==> src/logic/bbat_pkg.sv <==
// Package of constants for the byte bus access timing block
// What this block does
// - Only single-chip mode; SFR, RAM, ROM reachable
// - All pins are ports or peripheral pins
// - Locked mode bit sticks at one
// - Count source protect forces locked bit
// - Memories reached over one-byte bus
// - Word access becomes two byte transfers
// - SFR and data flash take two cycles
// - ROM and RAM take one cycle
// - Second byte uses address plus one
package bbat_pkg;
   // ***************************************************************
   // Address map and timing
   // ***************************************************************
   localparam int ADDR_W = 16;
   localparam logic [15:0] SFR_BASE = 16'h0000;
   localparam logic [15:0] SFR_LAST = 16'h02ff;
   localparam logic [15:0] DFL_BASE = 16'h2400;
   localparam logic [15:0] DFL_LAST = 16'h2bff;
   localparam logic [15:0] RAM_BASE = 16'h0400;
   localparam logic [15:0] RAM_LAST = 16'h07ff;
   localparam logic [15:0] ROM_BASE = 16'hc000;
   localparam logic [15:0] ROM_LAST = 16'hffff;
   localparam logic [1:0] SLOW_CYCLES = 2'h2;
   localparam logic [1:0] FAST_CYCLES = 2'h1;
   // Mode register locations on the byte bus
   localparam logic [15:0] MODE_B_ADDR = 16'h0005;
   localparam logic [15:0] PROT_ADDR = 16'h000a;
   localparam logic [15:0] CSP_ADDR = 16'h001c;
   localparam int LOCK_BIT = 2;
   localparam int MODE_WE_BIT = 1;
   localparam int CSP_SEL_BIT = 7;
   localparam logic [7:0] MODE_B_RST = 8'h00;
   localparam logic [7:0] PROT_RST = 8'h00;
   localparam logic [7:0] CSP_RST = 8'h00;
   // Engine states
   typedef enum logic [1:0] {
      BBAT_IDLE = 2'b00,
      BBAT_LO = 2'b01,
      BBAT_HI = 2'b10
   } bbat_state_t;
endpackage

==> src/logic/bbat_mode_regs.sv <==
// Protected processor mode registers with the sticky locked bit
`timescale 1ns/1ps
module bbat_mode_regs (
   input wire logic clk,
   input wire logic rst,
   input wire logic wr,
   input wire logic [15:0] addr,
   input wire logic [7:0] wdata,
   output logic [7:0] mode_b,
   output logic [7:0] prot,
   output logic [7:0] csp
);
   logic [7:0] mode_b_r, mode_b_nxt;
   logic [7:0] prot_r, prot_nxt;
   logic [7:0] csp_r, csp_nxt;

   // ***************************************************************
   // Next values
   // ***************************************************************
   always_comb begin
      prot_nxt = prot_r;
      csp_nxt = csp_r;
      mode_b_nxt = mode_b_r;
      if (wr && addr == bbat_pkg::PROT_ADDR) begin
         prot_nxt = wdata;
      end
      if (wr && addr == bbat_pkg::CSP_ADDR) begin
         csp_nxt = wdata;
      end
      if (wr && addr == bbat_pkg::MODE_B_ADDR && prot_r[bbat_pkg::MODE_WE_BIT]) begin
         mode_b_nxt = wdata;
         mode_b_nxt[bbat_pkg::LOCK_BIT] = wdata[bbat_pkg::LOCK_BIT]
            | mode_b_r[bbat_pkg::LOCK_BIT];
      end
      if (csp_nxt[bbat_pkg::CSP_SEL_BIT]) begin
         mode_b_nxt[bbat_pkg::LOCK_BIT] = 1'b1;
      end
   end

   // Register stage; reset restores defaults
   always_ff @(posedge clk) begin
      if (rst) begin
         mode_b_r <= bbat_pkg::MODE_B_RST;
         prot_r <= bbat_pkg::PROT_RST;
         csp_r <= bbat_pkg::CSP_RST;
      end else begin
         mode_b_r <= mode_b_nxt;
         prot_r <= prot_nxt;
         csp_r <= csp_nxt;
      end
   end

   assign mode_b = mode_b_r;
   assign prot = prot_r;
   assign csp = csp_r;
endmodule

==> src/logic/bbat_top.sv <==
// Byte bus bridge between CPU core and on-chip memory areas
`timescale 1ns/1ps
module bbat_top (
   input wire logic CLK,
   input wire logic RST,
   input wire logic REQ,
   input wire logic REQ_WORD,
   input wire logic REQ_WR,
   input wire logic [15:0] REQ_ADDR,
   input wire logic [15:0] REQ_WDATA,
   input wire logic [7:0] BUS_RDATA,
   output logic REQ_READY,
   output logic DONE,
   output logic [15:0] RDATA,
   output logic BUS_EN,
   output logic BUS_WR,
   output logic [15:0] BUS_ADDR,
   output logic [7:0] BUS_WDATA,
   output logic BUS_ERR,
   output logic LOCKED_MODE
);
   // ***************************************************************
   // Overview
   // ***************************************************************
   // The CPU side sees one request at a time: REQ is taken on an edge
   // where REQ_READY is high, and DONE pulses once the last byte is back.
   // Behind the engine every area hangs off a single byte-wide bus, so a
   // word is always two byte transfers, low address first.
   // Slow areas (special registers, data flash) hold each byte for two
   // cycles; program memory and RAM finish a byte every cycle.
   // Unmapped start addresses never reach the bus; they answer at once with
   // BUS_ERR beside DONE so the CPU side cannot stall on a hole.
   // Limitation: the second byte of a word that runs off the end of an
   // area is not checked again; it takes the timing of where it lands.
   // ***************************************************************
   // Area decode
   // ***************************************************************
   // Holes between the areas are left unmapped on purpose: with only
   // single-chip mode there is no external bus to send them to
   // only internal areas
   function automatic logic in_map(input logic [15:0] a);
      in_map = (a <= bbat_pkg::SFR_LAST)
         || (a >= bbat_pkg::RAM_BASE && a <= bbat_pkg::RAM_LAST)
         || (a >= bbat_pkg::DFL_BASE && a <= bbat_pkg::DFL_LAST)
         || (a >= bbat_pkg::ROM_BASE);
   endfunction

   // Decoded twice, at the first byte and again at address plus one,
   // because a word may straddle two areas of different speed
   // slow areas
   function automatic logic [1:0] cyc_of(input logic [15:0] a);
      if (a <= bbat_pkg::SFR_LAST) begin
         cyc_of = bbat_pkg::SLOW_CYCLES;
      end else if (a >= bbat_pkg::DFL_BASE && a <= bbat_pkg::DFL_LAST) begin
         cyc_of = bbat_pkg::SLOW_CYCLES;
      end else begin
         cyc_of = bbat_pkg::FAST_CYCLES;
      end
   endfunction

   bbat_pkg::bbat_state_t st_r, st_nxt; // Transfer engine state
   logic [1:0] cnt_r, cnt_nxt; // Cycles left in current byte transfer
   logic word_r, word_nxt; // Word access in progress
   logic wr_r, wr_nxt; // Access is a write
   logic [15:0] addr_r, addr_nxt; // Current byte address
   logic [15:0] wd_r, wd_nxt; // Write data held
   logic [7:0] lo_r, lo_nxt; // Low byte captured
   logic [15:0] rd_r, rd_nxt; // Result to CPU
   logic done_r, done_nxt; // One-cycle completion pulse
   logic err_r, err_nxt; // Unmapped address flag, rides with done
   logic rdy_r, rdy_nxt; // Engine free to take a request
   logic bus_en_r, bus_en_nxt; // Byte transfer on the bus
   logic [7:0] bus_wd_r, bus_wd_nxt; // Byte of write data on the bus
   logic last; // Final cycle of the byte now on the bus
   logic mode_wr; // Byte write finishing on the bus this cycle
   logic [7:0] mode_b; // Second processor mode register image

   // Mode registers snoop byte writes on the internal bus
   // Only the last cycle of a byte write counts, so a slow byte that
   // stands for two cycles still updates the mode registers once
   assign mode_wr = bus_en_r && wr_r && cnt_r == 2'h1;

   bbat_mode_regs u_mode (
      .clk(CLK),
      .rst(RST),
      .wr(mode_wr),
      .addr(addr_r),
      .wdata(bus_wd_r),
      .mode_b(mode_b),
      // Protect and count source images are used only inside
      .prot(),
      .csp()
   );

   // Last cycle of the byte now on the bus
   assign last = (st_r != bbat_pkg::BBAT_IDLE) && cnt_r == 2'h1;

   // ***************************************************************
   // Engine next state
   // ***************************************************************
   always_comb begin
      st_nxt = st_r;
      cnt_nxt = cnt_r;
      word_nxt = word_r;
      wr_nxt = wr_r;
      addr_nxt = addr_r;
      wd_nxt = wd_r;
      lo_nxt = lo_r;
      rd_nxt = rd_r;
      done_nxt = 1'b0;
      err_nxt = 1'b0;
      rdy_nxt = rdy_r;
      case (st_r)
         bbat_pkg::BBAT_IDLE: begin
            rdy_nxt = 1'b1;
            if (REQ && rdy_r) begin
               if (!in_map(REQ_ADDR)) begin
                  // Unmapped address answers at once with an error
                  done_nxt = 1'b1;
                  err_nxt = 1'b1;
               end else begin
                  st_nxt = bbat_pkg::BBAT_LO;
                  rdy_nxt = 1'b0;
                  addr_nxt = REQ_ADDR;
                  cnt_nxt = cyc_of(REQ_ADDR);
                  word_nxt = REQ_WORD;
                  wr_nxt = REQ_WR;
                  wd_nxt = REQ_WDATA;
               end
            end
         end
         bbat_pkg::BBAT_LO: begin
            if (last) begin
               lo_nxt = BUS_RDATA;
               if (word_r) begin
                  st_nxt = bbat_pkg::BBAT_HI;
                  // second byte at address plus one
                  addr_nxt = addr_r + 16'h0001;
                  cnt_nxt = cyc_of(addr_r + 16'h0001);
               end else begin
                  st_nxt = bbat_pkg::BBAT_IDLE;
                  rd_nxt = {8'h00, BUS_RDATA};
                  done_nxt = 1'b1;
                  rdy_nxt = 1'b1;
               end
            end else begin
               cnt_nxt = cnt_r - 2'h1;
            end
         end
         bbat_pkg::BBAT_HI: begin
            if (last) begin
               rd_nxt = {BUS_RDATA, lo_r};
               st_nxt = bbat_pkg::BBAT_IDLE;
               done_nxt = 1'b1;
               rdy_nxt = 1'b1;
            end else begin
               cnt_nxt = cnt_r - 2'h1;
            end
         end
         default: begin
            st_nxt = bbat_pkg::BBAT_IDLE;
         end
      endcase
      // Bus strobes are registered from the next state so that the pins
      // come straight from flops yet still line up with the address
      bus_en_nxt = (st_nxt != bbat_pkg::BBAT_IDLE);
      bus_wd_nxt = (st_nxt == bbat_pkg::BBAT_HI) ? wd_nxt[15:8] : wd_nxt[7:0];
   end

   // ***************************************************************
   // Register stage
   // ***************************************************************
   // Synchronous reset parks the engine idle with every strobe low;
   // ready rises one edge after release so no request is lost
   always_ff @(posedge CLK) begin
      if (RST) begin
         st_r <= bbat_pkg::BBAT_IDLE;
         cnt_r <= 2'h0;
         word_r <= 1'b0;
         wr_r <= 1'b0;
         addr_r <= 16'h0000;
         wd_r <= 16'h0000;
         lo_r <= 8'h00;
         rd_r <= 16'h0000;
         done_r <= 1'b0;
         err_r <= 1'b0;
         rdy_r <= 1'b0;
         bus_en_r <= 1'b0;
         bus_wd_r <= 8'h00;
      end else begin
         st_r <= st_nxt;
         cnt_r <= cnt_nxt;
         word_r <= word_nxt;
         wr_r <= wr_nxt;
         addr_r <= addr_nxt;
         wd_r <= wd_nxt;
         lo_r <= lo_nxt;
         rd_r <= rd_nxt;
         done_r <= done_nxt;
         err_r <= err_nxt;
         rdy_r <= rdy_nxt;
         bus_en_r <= bus_en_nxt;
         bus_wd_r <= bus_wd_nxt;
      end
   end

   // ***************************************************************
   // Outputs
   // ***************************************************************
   // one byte transfers
   assign BUS_EN = bus_en_r;
   assign BUS_WR = wr_r;
   assign BUS_ADDR = addr_r;
   // Write byte from its own flop; no mux sits between it and the pin
   assign BUS_WDATA = bus_wd_r;
   assign REQ_READY = rdy_r;
   assign DONE = done_r;
   assign RDATA = rd_r;
   assign BUS_ERR = err_r;
   assign LOCKED_MODE = mode_b[bbat_pkg::LOCK_BIT];
endmodule

==> config.mk <==
export PLATFORM = sky130hd
export DESIGN_NAME = bbat_top
export DESIGN_NICKNAME = d
export VERILOG_FILES = /design/src/logic/bbat_pkg.sv /design/src/logic/bbat_mode_regs.sv /design/src/logic/bbat_top.sv
export SDC_FILE = /design/constraint.sdc
export NUM_CORES = 1
export LEC_CHECK = 0
export ABC_AREA = 0
export BUFFER_PORTS_ARGS = -buffer_cell sky130_fd_sc_hd__buf_2
export CORE_MARGIN = 2
export CORE_UTILIZATION = 60
export CTS_BUF_LIST = sky130_fd_sc_hd__clkbuf_8
export DETAILED_ROUTE_END_ITERATION = 10
export PLACE_DENSITY_LB_ADDON = 0.05
export SYNTH_ARGS = -nofsm -noshare
export SYNTH_HDL_FRONTEND = slang
export SYNTH_SLANG_ARGS = --single-unit
==> constraint.sdc <==
create_clock -name CLK -period 6.65 [get_ports CLK]
set_clock_uncertainty 0.15 [all_clocks]
set_input_delay 0.665 -clock CLK [delete_from_list [all_inputs] [get_ports CLK]]
set_output_delay 0.665 -clock CLK [all_outputs]
set_load 0.02 [all_outputs]
* Yosys cells after proc, flatten, opt, wreduce, memory -nomap -nowiden
Index checks and enable logic that the tools add are counted.
W data, S select, Z words.
** Word-level totals
- Bits in registers :: 87
- Bits in latches :: 0
- Memory bits (writable) :: 0
- ROM bits :: 0
- Input port bits :: 45
- Output and inout port bits :: 46
- Word-level logic and storage cells :: 117
- Memories :: 0
** Cells by class
- Add/sub/neg operators :: 2
- $mul :: 0
- Divide/modulo/power cells :: 0
- Order comparisons :: 9
- Eq/ne operators :: 15
- Shift-type cells :: 0
- Mux-type cells :: 43
- Bitwise gates (word level) :: 2
- Reduce and logical (&&, ||, !) cells :: 28
** Operator list (count)
- $mux W16 :: 10
- $pmux W16 S2 :: 2
- $ge A16 B14 Y1 const B :: 2
- $le A16 B10 Y1 const B :: 2
- $le A16 B14 Y1 const B :: 2
- $mux W2 :: 14
- $add A16 B1 Y16 const B :: 1
- $eq A16 B3 Y1 const B :: 1
- $eq A16 B4 Y1 const B :: 1
- $eq A16 B5 Y1 const B :: 1
- $ge A16 B11 Y1 const B :: 1
- $ge A16 B16 Y1 const B :: 1
- $le A16 B11 Y1 const B :: 1
- $mux W8 :: 2
- $ne A2 B2 Y1 const B :: 7
- $pmux W2 S3 :: 2
- $logic_and A1 B1 Y1 :: 11
- $mux W1 :: 10
- $reduce_and A5 Y1 :: 2
- $reduce_bool A2 Y1 :: 5
- $reduce_and A4 Y1 :: 2
- $pmux W1 S3 :: 2
- $eq A2 B1 Y1 const B :: 2
- $eq A2 B2 Y1 const B :: 2
- other kinds (11) :: 13

* Depth between registers and ports, before layout
- Depth after elaboration :: 10
- Gate-level depth with buffers :: 10

* Cells and area by module
Synthesis repeated with hierarchy kept, for this count alone.
** Unflattened totals
- Cell total of the unflattened synthesis :: 546
- Area total of the unflattened synthesis :: 4782.1 um^2
** Modules (own cells, without submodules)
- bbat_top :: instances 1, cells an instance 426, area each 3756.1 um^2, seq. area each 1481.4 um^2
- bbat_mode_regs :: instances 1, cells an instance 120, area each 1026.0 um^2, seq. area each 480.5 um^2

* Worst setup path before layout
Ideal clock, no wire load.
- Path type :: register -> register
- From :: reg addr_r[1], in the netlist BUS_ADDR[1]
- To :: reg cnt_r[1]
- Arrival time :: 2.272 ns
- Data required time :: 6.426 ns
- Slack :: 4.154 ns
- Cell stages (with the launch flop) :: 9
- Clock period less this slack :: 2.496 ns
- Path through :: dfxtp_1 > ha_1 > buf_2 > nand3_1 > nor4_2 > and3_1 > o211ai_1 > a2111o_1 > a31oi_1
** On the way
- Cells in the longest elaborated chain, start to end :: 8
** Ends and longest elaborated chain
- start, declared :: line bbat_top.sv:65 : logic [15:0] addr_r, addr_nxt;
- start signal, assigned :: line bbat_top.sv:195 : addr_r <= addr_nxt;
- $add A16 B1 Y16 (*) :: line bbat_top.sv:139 : cnt_nxt = cyc_of(addr_r + 16'h0001);
- $ge A16 B14 Y1 / $le A16 B14 Y1 (equally long branches) :: line bbat_top.sv:54 : end else if (a >= bbat_pkg::DFL_BASE && a <= bbat_pkg::DFL_LAST) begin
- $logic_and A1 B1 Y1 :: line bbat_top.sv:54
- $mux W2 :: line bbat_top.sv:54
- $mux W2 (*) :: line bbat_top.sv:52 : if (a <= bbat_pkg::SFR_LAST) begin
- $mux W2 (*) :: line bbat_top.sv:135 : if (word_r) begin
- $mux W2 (*) :: line bbat_top.sv:133 : if (last) begin
- $pmux W2 S3 (*) :: line bbat_top.sv:113 : case (st_r)
- end signal, assigned :: line bbat_top.sv:192 : cnt_r <= cnt_nxt;
- end, declared :: line bbat_top.sv:62 : logic [1:0] cnt_r, cnt_nxt;
Mark *: on every way between the ends. The rest lies on a longest branch, timed or not. The select of a mux whose other input is x is not followed.
A chain may end at the register's enable or synchronous reset.

* Worst setup path after layout
- From :: reg st_r[1]
- To :: reg bus_wd_r[6], in the netlist BUS_WDATA[6]
** On the way
- Cells in the longest elaborated chain, start to end :: 6
** Ends and longest elaborated chain
- start, declared :: line bbat_top.sv:61 : bbat_pkg::bbat_state_t st_r, st_nxt;
- start signal, assigned :: line bbat_top.sv:177 : st_r <= bbat_pkg::BBAT_IDLE;
- start signal, assigned :: line bbat_top.sv:191 : st_r <= st_nxt;
- $reduce_bool A2 Y1 :: line bbat_top.sv:96 : assign last = (st_r != bbat_pkg::BBAT_IDLE) && cnt_r == 2'h1;
- $logic_and A1 B1 Y1 :: line bbat_top.sv:96
- $mux W2 (on tied branches) :: line bbat_top.sv:151, bbat_top.sv:133
- $pmux W2 S3 :: line bbat_top.sv:113
- $eq A2 B2 Y1 :: line bbat_top.sv:167 : bus_wd_nxt = (st_nxt == bbat_pkg::BBAT_HI) ? wd_nxt[15:8] : wd_nxt[7:0];
- $mux W8 (*) :: line bbat_top.sv:167
- end signal, assigned :: line bbat_top.sv:203 : bus_wd_r <= bus_wd_nxt;
- end, declared :: line bbat_top.sv:73 : logic [7:0] bus_wd_r, bus_wd_nxt;
Mark *: on every way between the ends. The rest lies on a longest branch, timed or not.

==> impl_metrics.sql <==
INSERT INTO impl_metrics (metric_group, metric, value, unit) VALUES
('place', 'placement_stage_worst_setup_slack', '3.411', 'ns'),
('synth', 'syn-cell-area', '3954', 'um^2'),
('synth', 'synthesized_net_count', '531', ''),
('cells_and_area', 'final_area', '4571', 'um^2'),
('sta', 'setup_viol', '0', ''),
('critical_path', 'worst_path_largest_cell_delay', '0.82', 'ns'),
('sta', 'slew_hr', '33.88', '%'),
('critical_path', 'critPathCaptureType', 'flip-flop', ''),
('clocking', 'cts_inserted_buffers', '9', ''),
('detailed_routing', 'ant_nets', '0', ''),
('global_routing', 'grt-ovfl-total', '0', ''),
('critical_path', 'critical_path_depth', '7', ''),
('global_routing', 'first_global_vias', '3520', ''),
('place', 'gp_congestion', '0.8891', ''),
('sta', 'post-route-worst-setup-slack', '3.305', 'ns'),
('critical_path', 'cp_common_cell', 'sky130_fd_sc_hd__inv_1', ''),
('hold_path', 'timing.hold.worst_path_depth', '2', ''),
('synth', 'post_synth_inst_count', '477', ''),
('pwr', 'switchingPower', '0.2375', 'mW'),
('synth', 'synth_top_cells_by_area', 'sky130_fd_sc_hd__dfxtp_1 39%, sky130_fd_sc_hd__mux2i_1 7.6%, sky130_fd_sc_hd__nor2_1 5.7%', ''),
('sta', 'final.setup.tns', '0', 'ns'),
('detailed_routing', 'post_drt_via_cell_ratio', '6.030', ''),
('cells_and_area', 'most_frequent_standard_cell_in_the_layout_excluding_fill_and_tap_cells', 'sky130_fd_sc_hd__buf_2', ''),
('pwr', 'pwr-share-seq', '51.0', '%'),
('floorplan', 'core_region_area', '6350', 'um^2'),
('synth', 'synth.largest_area_cell', 'sky130_fd_sc_hd__dfxtp_1', ''),
('sta', 'final_hold_viol_count', '0', ''),
('sta', 'timing.final.crit_share', '50.30', '%'),
('cells_and_area', 'multi_input_combinational_cell_area', '2196', 'um^2'),
('clocking', 'cts_setup_buffers', '0', ''),
('clocking', 'cts_tree', 'built', ''),
('floorplan', 'die_height', '85.18', 'um'),
('cells_and_area', 'design.final.nets', '602', ''),
('pwr', 'power.share.clock', '39.8', '%'),
('global_routing', 'antenna_found_initial', '0', ''),
('critical_path', 'timing.critical_path.slowest_stage_cell', 'sky130_fd_sc_hd__ha_1', ''),
('cells_and_area', 'fraction_of_layout_instances_using_a_drive_strength_above_1', '21.16', '%'),
('detailed_routing', 'remaining_drc_errors', '0', ''),
('synth', 'post_synth.cell_area_avg', '8.289', 'um^2'),
('critical_path', 'setup.worst_path.class', 'reg -> reg', ''),
('place', 'placed_area', '4352', 'um^2'),
('pwr', 'ir_worst_vdd', '176.8', 'uV'),
('cells_and_area', 'n_antenna_cell', '0', ''),
('sta', 'grt_setup_unrepaired', 'no', ''),
('pwr', 'internal-power', '0.7016', 'mW'),
('sta', 'maxClockFrequency', '0.2990', 'GHz'),
('detailed_routing', 'post_detailed_routing_wire_length', '9753', 'um'),
('global_routing', 'wire_length_of_the_first_global_routing_pass', '16170', 'um'),
('floorplan', 'num_rows', '29', ''),
('sta', 'hold-worst-slack', '0.3135', 'ns'),
('detailed_routing', 'firstDrtPassIters', '5', ''),
('global_routing', 'grt_util_all_layers', '27.22', '%'),
('floorplan', 'die_area', '7255', 'um^2'),
('pwr', 'comb_power_share', '9.2', '%'),
('synth', 'netlist.area_leader.share', '38.99', '%'),
('clocking', 'cts-resized-gates', '0', ''),
('synth', 'synthDistinctLibCells', '63', ''),
('synth', 'synth_warnings', '0', ''),
('floorplan', 'initial_utilization', '62.27', '%'),
('clocking', 'clk_root_buffer_cell', 'sky130_fd_sc_hd__clkbuf_8', ''),
('cells_and_area', 'register_area', '1541', 'um^2'),
('cells_and_area', 'area_growth_syn_to_layout', '15.60', '%'),
('pwr', 'p_total', '0.9391', 'mW'),
('run_status', 'status', 'complete, no violations', ''),
('cells_and_area', 'num-fill-cells', '505', ''),
('detailed_routing', 'routed-via-count', '3799', ''),
('critical_path', 'timing.critical_path.fanout_max', '30', ''),
('flow_run', 'max_cap_violations', '0', ''),
('clocking', 'cts.sink_count', '77', ''),
('clocking', 'htreeDepth', '3', ''),
('clocking', 'clk_transition_reported_paths', '0.08', 'ns');
registers in the layout, indices dropped and copies added, names as in the netlist:
name / count
u_mode.csp: 1
wd_r: 16
BUS_WR: 1
st_r: 2
RDATA: 16
BUS_ERR: 1
REQ_READY: 1
cnt_r: 2
u_mode.prot: 1
BUS_ADDR: 16
BUS_WDATA: 8
BUS_EN: 1
u_mode.mode_b: 1
lo_r: 8
word_r: 1
DONE: 1
cells in the mapped netlist (all sizes together) (2+ instances only):
cell type and count:
inv 14, nor4 3, nand4 4, nand2b 2
nor3 8, a21o 4, a31oi 8, a32o 2
o31ai 2, o22ai 3, and3 11, a221oi 2
mux2i 30, nor2b 7, o211ai 7, o21bai 2
nand3b 2, a21oi 36, xor2 2, nand3 19
ha 9, nand4b 3, clkbuf 21, or2 3
dfxtp 77, a22oi 11, xnor2 4, o21ai 29
nand2 47, buf 11, o2bb2ai 2, a211oi 11
o21a 2, nor2 60
kinds of logic after synthesis:
| kind of cell | after synthesis | synth area share (%) |
|---|---|---|
| adders and majority gates | 9 | 2.848 |
| xor gates and xnor gates | 6 | 1.329 |
| buffers and inverters | 46 | 5.474 |
| DFF | 77 | 38.99 |
| AOI/OAI and AO/OA | 132 | 21.33 |
| and+or+nand+nor | 177 | 22.44 |
| muxes | 30 | 7.595 |
worst register-to-register path, delay by kind of cell (launching register included):
family,cells,cell delay (ns)
AO/OA/AOI/OAI,1,0.37
adder cells (fa/ha/maj),1,0.82
buffers and inverters,2,0.77
flip-flops,1,0.37
AND/OR/NAND/NOR,3,0.75
cell type report:
class | instances | area share (%)
clock buffers | 11 | 3.312
clock inverters | 5 | 1.478
inverters | 14 | 1.150
multi-input cells | 354 | 48.04
flip-flops and latches | 77 | 33.73
well taps | 77 | 2.108
repair buffers | 92 | 10.18
power by group through the flow:
| stage | clock [mW] | sequential (mW) | combinational, mW |
|---|---|---|---|
| after floorplan | 0 | 0.492 | 0.0505 |
| after CTS | 0.382 | 0.478 | 0.0862 |
| final | 0.374 | 0.479 | 0.0868 |
| after global routing | 0.398 | 0.480 | 0.0964 |
| after detailed placement | 0 | 0.489 | 0.0857 |
| after global placement | 0 | 0.489 | 0.0840 |
routing by layer:
layer / wire (um) / global-route usage (%) / vias up
met2: 4671 / 44.74 / 163
met3: 708 / 4.961 / 20
met5: 0 / 0 / -
met4: 190 / 10.39 / 0
met1: 4183 / 35.67 / 1765
li1: - / - / 1851
worst paths after layout:
path	to	slack, ns
setup / recovery	BUS_WDATA[6]	3.30
hold / removal	lo_r[4]	0.31
setup reg to reg	BUS_WDATA[6]	3.30
hold reg to reg	lo_r[4]	0.31
Power figures use the tool's default switching activity.
